==> config.mk <==
export PLATFORM = sky130hd
export DESIGN_NAME = power_mode_clock_divider
export DESIGN_NICKNAME = d
export VERILOG_FILES = /design/src/logic/power_mode_pkg.sv /design/src/logic/power_mode_clock_divider.sv
export SDC_FILE = /design/constraint.sdc
export NUM_CORES = 1
export LEC_CHECK = 0
export BUFFER_PORTS_ARGS = -buffer_cell sky130_fd_sc_hd__buf_2
export CELL_PAD_IN_SITES_DETAIL_PLACEMENT = 1
export CELL_PAD_IN_SITES_GLOBAL_PLACEMENT = 1
export CORE_MARGIN = 4
export CORE_UTILIZATION = 45
export DETAILED_ROUTE_END_ITERATION = 7
export PLACE_DENSITY = 0.83
export SETUP_SLACK_MARGIN = 0.05
export SYNTH_ARGS = -nofsm -noshare
export SYNTH_HDL_FRONTEND = slang
export SYNTH_SLANG_ARGS = --single-unit
==> constraint.sdc <==
create_clock -name clk -period 4 [get_ports clk]
set_input_delay 0.2 -clock clk [delete_from_list [all_inputs] [get_ports clk]]
set_output_delay 0.2 -clock clk [all_outputs]
set_load 0.05 [all_outputs]
==> src/logic/power_mode_pkg.sv <==
// Purpose: Shared constants for the power mode and peripheral clock divider
// Assumes: One system clock domain
// Notes: Priorities are 3-bit levels, zero means no request
package power_mode_pkg;
  localparam int PRIO_W = 3;
  localparam int DIV_W = 2;
  localparam int NUM_PERIPH = 4;
  localparam int SLEEP_EN_POS = 4;
  localparam int DIV_LSB_POS = 19;
  localparam int DIV_MSB_POS = 20;
  localparam int CNT_W = 3;
  localparam logic [DIV_W-1:0] DIV_RESET = 2'h0;
  localparam int STARTUP_NS = 1000;
  localparam int CLK_PERIOD_NS = 100;
  localparam int STARTUP_CYCLES = (STARTUP_NS + CLK_PERIOD_NS - 1) / CLK_PERIOD_NS;
  localparam int STARTUP_W = 8;
  typedef enum logic [3:0]
  {
    RUN_S = 4'h1,
    IDLE_S = 4'h2,
    SLEEP_S = 4'h4,
    START_S = 4'h8
  } power_state_t;
endpackage

==> src/logic/power_mode_clock_divider.sv <==
// Purpose: Sleep and idle control, wake decision and peripheral bus clock divider
// Assumes: Requests and control come from logic on clk; no software registers
// Notes: Peripheral bus clock is delivered as a clock-enable pulse on clk
//
// Overview of operation
// - Sleep wakes on enabled sleep-capable interrupt above current priority.
// - Sleep interrupt at or below priority keeps core halted, enters idle.
// - Any device reset ends sleep and idle, returns to run.
// - Watchdog time-out ends sleep; watchdog interrupt ends idle; core restarts.
// - Idle halts the core yet keeps the system clock running.
// - Peripherals with stop_in_idle set stop on idle entry.
// - Wait with sleep_enable_bit clear enters idle rather than sleep.
// - Idle wakes on interrupt above priority or watchdog interrupt, else stays idle.
// - Divisor field selects peripheral clock as system clock over 1,2,4,8.
// - Divisor changes only the peripheral clock, not the system clock users.
// - Peripheral read completes on next peripheral clock edge.
// - Start-up delay when switching to disabled crystal source; none leaving idle.
// - stop_in_idle set suspends a peripheral during idle, clear continues.
`timescale 1ns/1ns
module power_mode_clock_divider
  import power_mode_pkg::*;
#(
  parameter int NPER = power_mode_pkg::NUM_PERIPH
)
(
  input wire logic clk,
  input wire logic rst_n,
  input wire logic clkEn,
  input wire logic waitExec,
  input wire logic sleepEnableBit,
  input wire logic [power_mode_pkg::DIV_W-1:0] peripheralClockDivisor,
  input wire logic intValid,
  input wire logic intRunsInSleep,
  input wire logic [power_mode_pkg::PRIO_W-1:0] intPriority,
  input wire logic [power_mode_pkg::PRIO_W-1:0] cpuPriority,
  input wire logic watchdogTimeout,
  input wire logic watchdogInt,
  input wire logic switchToCrystal,
  input wire logic [NPER-1:0] stopInIdle,
  input wire logic readReq,
  output logic cpuHalt,
  output logic inIdle,
  output logic inSleep,
  output logic sysClockRun,
  output logic periphClkEn,
  output logic [NPER-1:0] periphRun,
  output logic readDone
);
  import power_mode_pkg::*;

  // Elaboration checks on sizes the logic relies on
  if (NPER < 1)
  begin : gen_nper_check
    $error("NPER must be at least one");
  end
  if (STARTUP_CYCLES >= (1 << STARTUP_W))
  begin : gen_startup_check
    $error("start-up count does not fit its counter");
  end
  if (CNT_W < (1 << DIV_W) - 1)
  begin : gen_div_check
    $error("divider counter too narrow for the largest divisor");
  end

  power_state_t state_reg, state_next;
  logic [STARTUP_W-1:0] startCnt_reg, startCnt_next;
  logic [CNT_W-1:0] divCnt_reg, divCnt_next;
  logic [DIV_W-1:0] divSel_reg, divSel_next;
  logic periphClkEn_reg, periphClkEn_next;
  logic readPend_reg, readPend_next;
  logic readDone_reg, readDone_next;
  logic [NPER-1:0] periphRun_reg, periphRun_next;
  logic wakeSleep, wakeIdle, intAbove;
  logic [CNT_W-1:0] divLast;
  logic cpuHalt_reg, cpuHalt_next;
  logic inIdle_reg, inIdle_next;
  logic inSleep_reg, inSleep_next;
  logic sysClockRun_reg, sysClockRun_next;

  assign intAbove = intValid && (intPriority > cpuPriority);
  assign wakeSleep = watchdogTimeout || (intAbove && intRunsInSleep);
  assign wakeIdle = watchdogInt || intAbove;

  always_comb
  begin
    state_next = state_reg;
    startCnt_next = startCnt_reg;
    unique case (state_reg)
      RUN_S:
      begin
        if (switchToCrystal)
        begin
          state_next = START_S;
          startCnt_next = STARTUP_W'(STARTUP_CYCLES);
        end
        else if (waitExec)
        begin
          state_next = sleepEnableBit ? SLEEP_S : IDLE_S;
        end
      end
      IDLE_S:
      begin
        if (wakeIdle)
        begin
          state_next = RUN_S;
        end
      end
      SLEEP_S:
      begin
        if (wakeSleep)
        begin
          state_next = RUN_S;
        end
        else if (intValid && intRunsInSleep)
        begin
          state_next = IDLE_S;
        end
      end
      START_S:
      begin
        if (startCnt_reg <= STARTUP_W'(1))
        begin
          state_next = RUN_S;
          startCnt_next = '0;
        end
        else
        begin
          startCnt_next = startCnt_reg - STARTUP_W'(1);
        end
      end
      default:
      begin
        state_next = RUN_S;
      end
    endcase
  end

  always_ff @(posedge clk or negedge rst_n)
  begin
    if (!rst_n)
    begin
      state_reg <= RUN_S;
      startCnt_reg <= '0;
    end
    else if (clkEn)
    begin
      state_reg <= state_next;
      startCnt_reg <= startCnt_next;
    end
  end

  // Divider: divisor is taken only at the end of a full period
  always_comb
  begin
    divLast = CNT_W'((1 << divSel_reg) - 1);
    divSel_next = divSel_reg;
    divCnt_next = divCnt_reg + CNT_W'(1);
    periphClkEn_next = 1'b0;
    if (state_reg == SLEEP_S)
    begin
      divCnt_next = '0;
    end
    else if (divCnt_reg >= divLast)
    begin
      divCnt_next = '0;
      periphClkEn_next = 1'b1;
      divSel_next = peripheralClockDivisor;
    end
  end

  always_ff @(posedge clk or negedge rst_n)
  begin
    if (!rst_n)
    begin
      divCnt_reg <= '0;
      divSel_reg <= DIV_RESET;
      periphClkEn_reg <= 1'b0;
    end
    else if (clkEn)
    begin
      divCnt_reg <= divCnt_next;
      divSel_reg <= divSel_next;
      periphClkEn_reg <= periphClkEn_next;
    end
  end

  // Peripheral gating and read completion
  always_comb
  begin
    readPend_next = readPend_reg;
    readDone_next = 1'b0;
    if (state_next == IDLE_S)
    begin
      periphRun_next = ~stopInIdle;
    end
    else if (state_next == RUN_S)
    begin
      periphRun_next = {NPER{1'b1}};
    end
    else
    begin
      periphRun_next = '0;
    end
    if (readReq)
    begin
      readPend_next = 1'b1;
    end
    if ((readPend_reg || readReq) && periphClkEn_next)
    begin
      readDone_next = 1'b1;
      readPend_next = 1'b0;
    end
  end

  always_ff @(posedge clk or negedge rst_n)
  begin
    if (!rst_n)
    begin
      periphRun_reg <= '1;
      readPend_reg <= 1'b0;
      readDone_reg <= 1'b0;
    end
    else if (clkEn)
    begin
      periphRun_reg <= periphRun_next;
      readPend_reg <= readPend_next;
      readDone_reg <= readDone_next;
    end
  end

  // Status outputs decode the next state so that each one leaves a flop
  always_comb
  begin
    cpuHalt_next = (state_next != RUN_S);
    inIdle_next = (state_next == IDLE_S);
    inSleep_next = (state_next == SLEEP_S);
    sysClockRun_next = (state_next != SLEEP_S);
  end

  always_ff @(posedge clk or negedge rst_n)
  begin
    if (!rst_n)
    begin
      cpuHalt_reg <= 1'b0;
      inIdle_reg <= 1'b0;
      inSleep_reg <= 1'b0;
      sysClockRun_reg <= 1'b1;
    end
    else if (clkEn)
    begin
      cpuHalt_reg <= cpuHalt_next;
      inIdle_reg <= inIdle_next;
      inSleep_reg <= inSleep_next;
      sysClockRun_reg <= sysClockRun_next;
    end
  end

  assign cpuHalt = cpuHalt_reg;
  assign inIdle = inIdle_reg;
  assign inSleep = inSleep_reg;
  assign sysClockRun = sysClockRun_reg;
  assign periphClkEn = periphClkEn_reg;
  assign periphRun = periphRun_reg;
  assign readDone = readDone_reg;

  AST_IDLE_ENTRY: assert property (@(posedge clk) disable iff (!rst_n)
    (clkEn && state_reg == RUN_S && waitExec && !switchToCrystal && !sleepEnableBit)
    |=> state_reg == IDLE_S)
    else $error("wait with sleep disabled did not enter idle");
  AST_SLEEP_WAKE: assert property (@(posedge clk) disable iff (!rst_n)
    (clkEn && inSleep && intAbove && intRunsInSleep) |=> state_reg == RUN_S)
    else $error("sleep did not wake on higher priority interrupt");
  AST_SLEEP_TO_IDLE: assert property (@(posedge clk) disable iff (!rst_n)
    (clkEn && inSleep && intValid && intRunsInSleep && !intAbove && !watchdogTimeout)
    |=> inIdle && cpuHalt)
    else $error("low priority sleep interrupt did not move to idle");
  AST_WDT_SLEEP: assert property (@(posedge clk) disable iff (!rst_n)
    (clkEn && inSleep && watchdogTimeout) |=> !cpuHalt)
    else $error("watchdog time-out did not end sleep");
  AST_IDLE_HOLD: assert property (@(posedge clk) disable iff (!rst_n)
    (clkEn && inIdle && !intAbove && !watchdogInt) |=> inIdle)
    else $error("idle left without a wake event");
  AST_IDLE_CLOCK: assert property (@(posedge clk) disable iff (!rst_n)
    inIdle |-> sysClockRun && cpuHalt)
    else $error("idle stopped the system clock");
  AST_STOP_IDLE: assert property (@(posedge clk) disable iff (!rst_n)
    (clkEn && inIdle && $past(inIdle) && $past(clkEn)) |-> periphRun == ~$past(stopInIdle))
    else $error("peripheral gating in idle is wrong");
  AST_DIV_PERIOD: assert property (@(posedge clk) disable iff (!rst_n)
    (clkEn && periphClkEn && divSel_reg == 2'h1 && !inSleep) |=> !periphClkEn)
    else $error("divide by two gave back to back pulses");
  AST_READ_DONE: assert property (@(posedge clk) disable iff (!rst_n)
    readDone |-> periphClkEn)
    else $error("read completed off a peripheral clock edge");
  AST_IDLE_PERIPHERAL_BUS_CLOCK: assert property (@(posedge clk) disable iff (!rst_n)
    (clkEn && inIdle && divSel_reg == 2'h0 && $past(clkEn) && $past(inIdle))
    |-> periphClkEn)
    else $error("peripheral clock stopped in idle");
  AST_IDLE_WAKE: assert property (@(posedge clk) disable iff (!rst_n)
    (clkEn && inIdle && wakeIdle) |=> !cpuHalt)
    else $error("leaving idle took a start-up delay");
  AST_START_HOLD: assert property (@(posedge clk) disable iff (!rst_n)
    (clkEn && state_reg == START_S && startCnt_reg > STARTUP_W'(1)) |=> cpuHalt)
    else $error("core restarted before the start-up delay ran out");
  AST_START_END: assert property (@(posedge clk) disable iff (!rst_n)
    (clkEn && state_reg == START_S && startCnt_reg == STARTUP_W'(1)) |=> !cpuHalt)
    else $error("start-up delay did not end on time");
endmodule

==> flow_metrics.env, run 1 <==
export IMPL_fillers=397
export IMPL_timing_worst_setup_path_type="reg2reg"
export IMPL_powerDensity_nw_per_um2=639.5
export IMPL_core_region_area_um2=3390
export IMPL_vias_per_cell=5.693
export IMPL_synth_edf_count=0
export IMPL_netlist_top_cells_area="dfrtp_1, dfstp_2, ha_1, inv_1, nor2_1"
export IMPL_die_height_um=67.87
export IMPL_finalClockSkew_ns=0.001611
export IMPL_outcome="complete, no violations"
export IMPL_rsz0062_at_grt="no"
export IMPL_finalPower_mw=1.195
export IMPL_antenna_cells=0
export IMPL_crit_arrival_ns=2.38
export IMPL_numCtsBuffers=3
export IMPL_die_w_um=67.87
export IMPL_syn_area_um2=1613
export IMPL_io_buffers=32
export IMPL_finalSetupTns_ns=0
export IMPL_setup_viol=0
export IMPL_first_iter_violations=24
export IMPL_avgRoutedWirePerCell_um=16.82
export IMPL_max_freq_ghz=0.4677
export IMPL_wl_mm=4.004
export IMPL_firstDrtPassIters=4
export IMPL_post_cts_repair_setup_buffers=0
export IMPL_drc_errors=0
export IMPL_ir_worst_vdd_mv=0.3807
export IMPL_cts_resized_gates=0
export IMPL_postPlaceCellArea_um2=1807
export IMPL_start_util_pct=47.58
export IMPL_area_delta_synth_final_pct=15.90
export IMPL_antenna_found_initial=0
export IMPL_cts_hold_buffers=1
export IMPL_grt_pass1_vias=1499
export IMPL_syn_nets=192
export IMPL_fin_area_um2=1869
export IMPL_root_buffer="clkbuf_4"
export IMPL_via_count=1355
export IMPL_relSlewSlack_pct=56.97
export IMPL_cts_tree="done"
export IMPL_critPathMaxFanout=5
export IMPL_synth_top_area_cell="dfrtp_1"
export IMPL_htreeDepth=1
export IMPL_leakage_nw=0.8563
export IMPL_worst_slew_pin_slew_ns=0.6396
export IMPL_drive_above_1_share_pct=28.65
export IMPL_period_minus_slack_ns=2.138
export IMPL_yosys_cell_types_count=48
export IMPL_finalMaxSlewViolations=0
export IMPL_dp_hpwl_mm=3.112
export IMPL_netlist_instances=160
export IMPL_synth_top_area_share_pct=34.13
export IMPL_finalHoldViolCount=0
export IMPL_grt_usage_pct=19.60
export IMPL_gp_congestion=0.7326
export IMPL_path_clk_slew_ns=0.15
export IMPL_ys_ff_latch=28
export IMPL_synth_seq_area_share_pct=43.91
export IMPL_cp_end_kind="flop"
export IMPL_ys_async_sr_fraction_pct=100.0
export IMPL_overflow=0
export IMPL_max_cap_violations=0
export IMPL_critPathLaunchType="flop"
export IMPL_cts_sinks=28
export IMPL_hp_class="in2reg"
export IMPL_stdcell_count=238
export IMPL_nets=225
export IMPL_pin_count=33
export IMPL_avgSynthCellArea_um2=10.08
export IMPL_clk_insertion_delay_late_ns=0.33
export IMPL_rows=21
export IMPL_largest_reg_flops=8
export IMPL_grt_pass1_wl_mm=6.727
export IMPL_placed_cells_incl_taps=233
export IMPL_yosysWarnings=0
export IMPL_fin_util_pct=55.15
export IMPL_clk_path_buf_depth=2
export IMPL_grt_start_max_net_pins=29
export IMPL_required_ns=4.24
export IMPL_post_route_period_util_pct=53.45
export IMPL_ant_nets=0
export IMPL_synth_ff_type="dfrtp_1"
export IMPL_die_area_um2=4606
metal layers:
layer / part of all wire, % / GRT usage [%]
met1: 42 / 22.53
met2: 54 / 37.42
met3: 2.6 / 2.956
met4: 1.2 / 5.211
met5: 0 / 0
metrics by stage:
step | hold slack, ns | worst slack, ns
6_report | 0.09227 | 1.862
5_1_grt | 0.07421 | 1.711
4_1_cts | 0.06886 | 1.854
3_5_place_dp | 0.2673 | 1.872
3_3_place_gp | 0.2492 | 2.033
2_1_floorplan | -0.09559 | 2.101
worst paths after layout:
check / start / endpoint / slack (ns) / cells past startpoint
hold / removal: peripheralClockDivisor[1] / divSel_reg[1] / 0.09 / 2
hold reg to reg: periphClkEn / periphClkEn / 0.51 / 1
setup reg to reg: divSel_reg[1] / divSel_reg[0] / 1.86 / 7
max in group asynchronous: rst_n / cpuHalt / 3.20 / 2
setup / recovery: divSel_reg[1] / divSel_reg[0] / 1.86 / 7
min in group asynchronous: rst_n / startCnt_reg[1] / 0.39 / 2
layout make-up:
class / count / area [µm²] / area share [%]
clock inverter: 1 / 30.03 / 1.606
sequential: 28 / 708.2 / 37.88
tap: 46 / 57.56 / 3.079
inverter: 14 / 52.55 / 2.811
multi-input combinational: 113 / 828.3 / 44.31
timing repair buffer: 33 / 170.2 / 9.103
clock buffer: 3 / 22.52 / 1.205
Yosys cell counts (all sizes together) (2+ instances only):
cell and number:
nor2 13, mux2 2, nor4 3, o21ai 12
mux2i 2, a21oi 7, o211ai 2, nand2 11
nand2b 6, buf 3, or2 2, dfrtp 22
inv 14, clkbuf 2, a31oi 6, a211o 2
o22a 4, dfstp 6, o41ai 4, ha 9
or4b 2, a21o 4, o21a 2, nor3b 2
power by group:
group	switching [mW]	internal (mW)	total, mW
Combinational	0.336	0.199	0.535
Sequential	0.0833	0.388	0.471
Clock	0.0879	0.101	0.189
Total	0.507	0.688	1.20
cell families after synthesis:
family	after synthesis	share of synthesized area, %
AO/OA/AOI/OAI	53	25.06
XOR/XNOR	1	0.5432
multiplexers	4	2.638
adder cells (fa/ha/maj)	9	6.982
buffers and inverters	19	4.732
flip-flops	28	43.91
AND/OR/NAND/NOR	46	16.14
cells in the final DEF, fill, tap and decap left out, types with 2 or more instances in the layout:
cell      netlist  layout
dfstp_2         6       6
o21ai_1         3       3
o211ai_1        2       2
ha_1            9       9
buf_2           3      32
nor4_1          3       3
dfrtp_1        22      22
nand2b_1        5       5
a211o_1         2       2
mux2i_1         2       2
a21o_1          4       4
a31oi_1         6       6
o41ai_1         3       3
nor3b_1         2       2
o21ai_0         9       9
o22a_1          4       4
or2_2           2       2
inv_1          14      14
nand2_1        11      11
nor2_1         13      13
o21a_1          2       2
a21oi_1         6       6
mux2_2          2       2
clkbuf_4        0       3
critical path, cell delays in order (launching register included):
cell,delay (ns)
dfrtp_1,0.43
or2_2,0.30
ha_1,0.26
nand2b_1,0.11
a21o_1,0.15
a21oi_1,0.08
nor2_1,0.32
mux2_2,0.39
Power figures use the tool's default switching activity.
==> run 2: changes to the inputs <==
- CORE_UTILIZATION: 45 -> 41
- PLACE_DENSITY: 0.83 -> 0.77
- clock period: 4 -> 2 ns (I/O delays scaled with it)
==> flow_metrics.env, run 2 (synthesized netlist as in run 1, its figures left out) <==
export IMPL_outcome="complete, no violations"
export IMPL_wl_mm=4.499
export IMPL_grt_pass1_wl_mm=7.017
export IMPL_clk_path_buf_depth=2
export IMPL_crit_end="divCnt_reg[2]"
export IMPL_required_ns=2.18
export IMPL_grt_start_max_net_pins=29
export IMPL_clk_insertion_delay_late_ns=0.27
export IMPL_rrSetupSlack_ns=0.06
export IMPL_path_depth=6
export IMPL_gp_congestion=0.6944
export IMPL_crit_arrival_ns=2.12
export IMPL_leakage_nw=0.9557
export IMPL_stdcell_count=256
export IMPL_worst_slew_pin_slew_ns=0.7409
export IMPL_timing_worst_setup_path_type="reg2reg"
export IMPL_io_buffers=32
export IMPL_rows=22
export IMPL_grt_pass1_vias=1526
export IMPL_antenna_found_initial=0
export IMPL_max_cap_violations=0
export IMPL_crit_family="simple AND/OR/NAND/NOR gates"
export IMPL_pre_cts_ws_ns=-0.03607
export IMPL_cp_end_kind="flop"
export IMPL_largest_reg_flops=8
export IMPL_critPathLaunchType="flop"
export IMPL_finalMaxSlewViolations=0
export IMPL_antenna_cells=0
export IMPL_fin_area_um2=2091
export IMPL_mostFrequentLayoutCells="buf_2, dfrtp_1, buf_4, inv_1"
export IMPL_cts_tree="done"
export IMPL_max_freq_ghz=0.5152
export IMPL_core_region_area_um2=3744
export IMPL_fillers=426
export IMPL_via_count=1424
export IMPL_drc_errors=0
export IMPL_finalSetupTns_ns=0
export IMPL_final_common_cell="buf_2"
export IMPL_slowest_delay_ns=0.57
export IMPL_placed_cells_incl_taps=244
export IMPL_grt_usage_pct=17.33
export IMPL_die_area_um2=5001
export IMPL_holdWs_ns=0.05245
export IMPL_htreeDepth=1
export IMPL_area_delta_synth_final_pct=29.64
export IMPL_ant_nets=0
export IMPL_finalPower_mw=2.731
export IMPL_start_util_pct=43.08
export IMPL_slowest_stage="or4b_4"
export IMPL_relSlewSlack_pct=50.27
export IMPL_pin_count=33
export IMPL_period_minus_slack_ns=1.941
export IMPL_ir_worst_vdd_mv=0.6914
export IMPL_hp_class="in2reg"
export IMPL_post_route_period_util_pct=97.06
export IMPL_dp_hpwl_mm=3.242
export IMPL_cp_startpoint="state_reg[1]"
export IMPL_crit_buf_inv=1
export IMPL_fin_util_pct=55.85
export IMPL_rsz0062_at_grt="yes"
export IMPL_path_clk_slew_ns=0.10
export IMPL_overflow=0
export IMPL_finalWorstSetupSlack_ns=0.05882
export IMPL_avgRoutedWirePerCell_um=17.57
export IMPL_die_height_um=70.72
export IMPL_worst_r2r_endpoint="divCnt_reg[2]"
export IMPL_cp_cell_sequence="or4b_4 -> buf_4 -> nand2_1 -> a211o_1 -> o21ai_1 -> a21o_1"
export IMPL_finalClockSkew_ns=0.001829
export IMPL_r2r_cells=6
export IMPL_firstDrtPassIters=4
export IMPL_powerDensity_nw_per_um2=1306
export IMPL_cts_sinks=28
export IMPL_postPlaceCellArea_um2=1877
export IMPL_nets=241
export IMPL_finalHoldViolCount=0
export IMPL_numCtsBuffers=3
export IMPL_root_buffer="clkbuf_8"
export IMPL_rr_startpoint="state_reg[1]"
export IMPL_first_iter_violations=37
export IMPL_setup_viol=0
export IMPL_vias_per_cell=5.563
export IMPL_critPathMaxFanout=8
export IMPL_drive_above_1_share_pct=41.35
export IMPL_die_w_um=70.72
## run 2: power by group
part	leakage (nW)	internal (mW)	switching, mW
sequential	0.337	0.778	0.149
clock	0.0357	0.268	0.181
combinational	0.583	0.564	0.791
total	0.956	1.61	1.12
## run 2: cell type report
cell class                 instances  area, µm²  area share (%)
clock buffer                       3      41.29           1.975
multi-input combinational        113      900.9           43.09
sequential                        28      711.9           34.05
inverter                          14      52.55           2.513
tap                               48      60.06           2.873
timing repair buffer              49      294.0           14.06
clock inverter                     1      30.03           1.436
## run 2: how the worst min path moves through the flow
stage / slack (ns) / cells past startpoint / startpoint / to
after global routing: 0.04 / 2 / peripheralClockDivisor[1] / divSel_reg[1]
after global placement: 0.15 / 1 / rst_n / startCnt_reg[7]
after detailed placement: 0.16 / 1 / rst_n / startCnt_reg[2]
final: 0.05 / 2 / peripheralClockDivisor[0] / divSel_reg[0]
after floorplan: -0.20 / 0 / rst_n / cpuHalt
after CTS: 0.05 / 2 / peripheralClockDivisor[1] / divSel_reg[1]
## run 2: worst reg2reg max path, stage by stage, from the launching register on
cell     delay, ns
dfrtp_2       0.47
or4b_4        0.57
buf_4         0.16
nand2_1       0.13
a211o_1       0.23
o21ai_1       0.12
a21o_1        0.17
## run 2: layer usage
layer	up-vias	routed length, µm	global-route usage, %
li1	683	-	-
met1	721	1839	19.15
met2	18	2531	34.09
met3	2	111	3.409
met4	0	17	3.132
met5	-	0	0
## run 2: timing repair
action                                  CTS  global route
endpoints found under the hold margin    22             0
buffers inserted                          1             6
pin swaps                                 2            12
hold buffers                              1             0
endpoints found under the setup margin    3            18
resized for setup                         3            16
==> run 3: changes to the inputs <==
- CORE_MARGIN: 4 -> 1.5
- REMOVE_ABC_BUFFERS: unset -> 1
==> flow_metrics.env, run 3 (synthesized netlist as in run 1, its figures left out) <==
export IMPL_pre_cts_ws_ns=-0.04659
export IMPL_worst_slew_pin_slew_ns=0.6444
export IMPL_grt_pass1_wl_mm=6.520
export IMPL_multi_input_area_um2=867.1
export IMPL_grt_pass1_vias=1471
export IMPL_setup_viol=0
export IMPL_post_route_period_util_pct=93.99
export IMPL_r2r_cells=4
export IMPL_hp_class="in2reg"
export IMPL_overflow=0
export IMPL_numCtsBuffers=3
export IMPL_io_buffers=32
export IMPL_finalSetupTns_ns=0
export IMPL_rrSetupSlack_ns=0.12
export IMPL_die_area_um2=4319
export IMPL_largest_reg_flops=8
export IMPL_required_ns=2.20
export IMPL_stdcell_count=252
export IMPL_die_height_um=65.72
export IMPL_vias_per_cell=5.556
export IMPL_finalClockSkew_ns=0.008695
export IMPL_rsz0062_at_grt="yes"
export IMPL_outcome="complete, no violations"
export IMPL_clk_path_buf_depth=2
export IMPL_placed_cells_incl_taps=244
export IMPL_start_util_pct=43.40
export IMPL_holdWs_ns=0.05093
export IMPL_die_w_um=65.72
export IMPL_fillers=449
export IMPL_crit_arrival_ns=2.08
export IMPL_max_cap_violations=0
export IMPL_ant_nets=0
export IMPL_cp_startpoint="state_reg[1]"
export IMPL_nets=237
export IMPL_drive_above_1_share_pct=35.29
export IMPL_critPathMaxFanout=10
export IMPL_mostFrequentLayoutCells="buf_2, dfrtp_1, inv_1, buf_4"
export IMPL_wl_mm=3.920
export IMPL_antenna_cells=0
export IMPL_leakage_nw=0.9194
export IMPL_final_common_cell="buf_2"
export IMPL_root_buffer="clkbuf_8"
export IMPL_core_region_area_um2=3716
export IMPL_ir_worst_vdd_mv=0.8914
export IMPL_firstDrtPassIters=4
export IMPL_first_iter_violations=29
export IMPL_grt_start_max_net_pins=29
export IMPL_cts_sinks=28
export IMPL_cp_end_kind="flop"
export IMPL_crit_end="state_reg[1]"
export IMPL_clk_insertion_delay_late_ns=0.28
export IMPL_finalWorstSetupSlack_ns=0.1202
export IMPL_gp_congestion=0.7676
export IMPL_htreeDepth=1
export IMPL_max_freq_ghz=0.5320
export IMPL_finalMaxSlewViolations=0
export IMPL_dp_hpwl_mm=2.903
export IMPL_path_clk_slew_ns=0.10
export IMPL_pin_count=33
export IMPL_critPathLaunchType="flop"
export IMPL_grt_usage_pct=19.49
export IMPL_hp_start="peripheralClockDivisor[1]"
export IMPL_timing_worst_setup_path_type="reg2reg"
export IMPL_rows=22
export IMPL_area_delta_synth_final_pct=23.58
export IMPL_period_minus_slack_ns=1.880
export IMPL_avgRoutedWirePerCell_um=15.56
export IMPL_worst_r2r_endpoint="state_reg[1]"
export IMPL_via_count=1400
export IMPL_drc_errors=0
export IMPL_rr_startpoint="state_reg[1]"
export IMPL_powerDensity_nw_per_um2=1261
export IMPL_antenna_found_initial=0
export IMPL_finalHoldViolCount=0
export IMPL_cts_tree="done"
export IMPL_seqCellArea_um2=708.2
export IMPL_relSlewSlack_pct=57.04
run 3: critical path: stages, from the launching register on:
cell	delay (ns)
dfrtp_1	0.49
or4b_4	0.56
a2111o_1	0.38
and3_1	0.23
a21oi_1	0.15
run 3: worst min-delay path by stage:
stage | end | slack [ns] | cells past startpoint
final | divSel_reg[1] | 0.05 | 2
after global routing | divSel_reg[0] | 0.05 | 2
after CTS | divSel_reg[1] | 0.05 | 2
after detailed placement | divCnt_reg[1] | 0.16 | 1
after global placement | divCnt_reg[1] | 0.15 | 1
after floorplan | cpuHalt | -0.20 | 0
run 3: cell type report:
class | count | area share [%]
Clock buffer | 4 | 2.260
Sequential cell | 28 | 35.53
Tap cell | 48 | 3.013
Multi-Input combinational cell | 113 | 43.50
Inverter | 14 | 2.637
Timing Repair Buffer | 45 | 13.06
run 3: layer usage:
layer  share of wire (%)  track usage, %  vias up
met1                  44           24.10      694
met4                0.84           4.688        0
li1                    -               -      677
met5                   0               0        -
met2                  51           35.23       24
met3                 3.9           3.082        5
run 3: where the power goes:
part	switching (mW)	internal [mW]	total, mW
Sequential	0.146	0.776	0.922
Clock	0.176	0.143	0.320
Combinational	0.731	0.541	1.27
Total	1.05	1.46	2.51
run 3: timing repair:
item,4_1_cts,5_1_grt
setup buffers,1,2
pin swaps,3,6
hold buffers,1,0
gates cloned,0,0
hold endpoints to repair,22,0
resized for setup,3,5
endpoints found under the setup margin,3,12
run 3: per-stage QoR:
stage	instance area [µm²]	utilization, %	power (mW)
global placement	1877	50.51	1.973
floorplan	1589	-	1.728
CTS	1947	52.39	2.414
finish	1993	53.64	2.513
global route	1993	53.64	2.690
detailed placement	1877	50.51	2.054
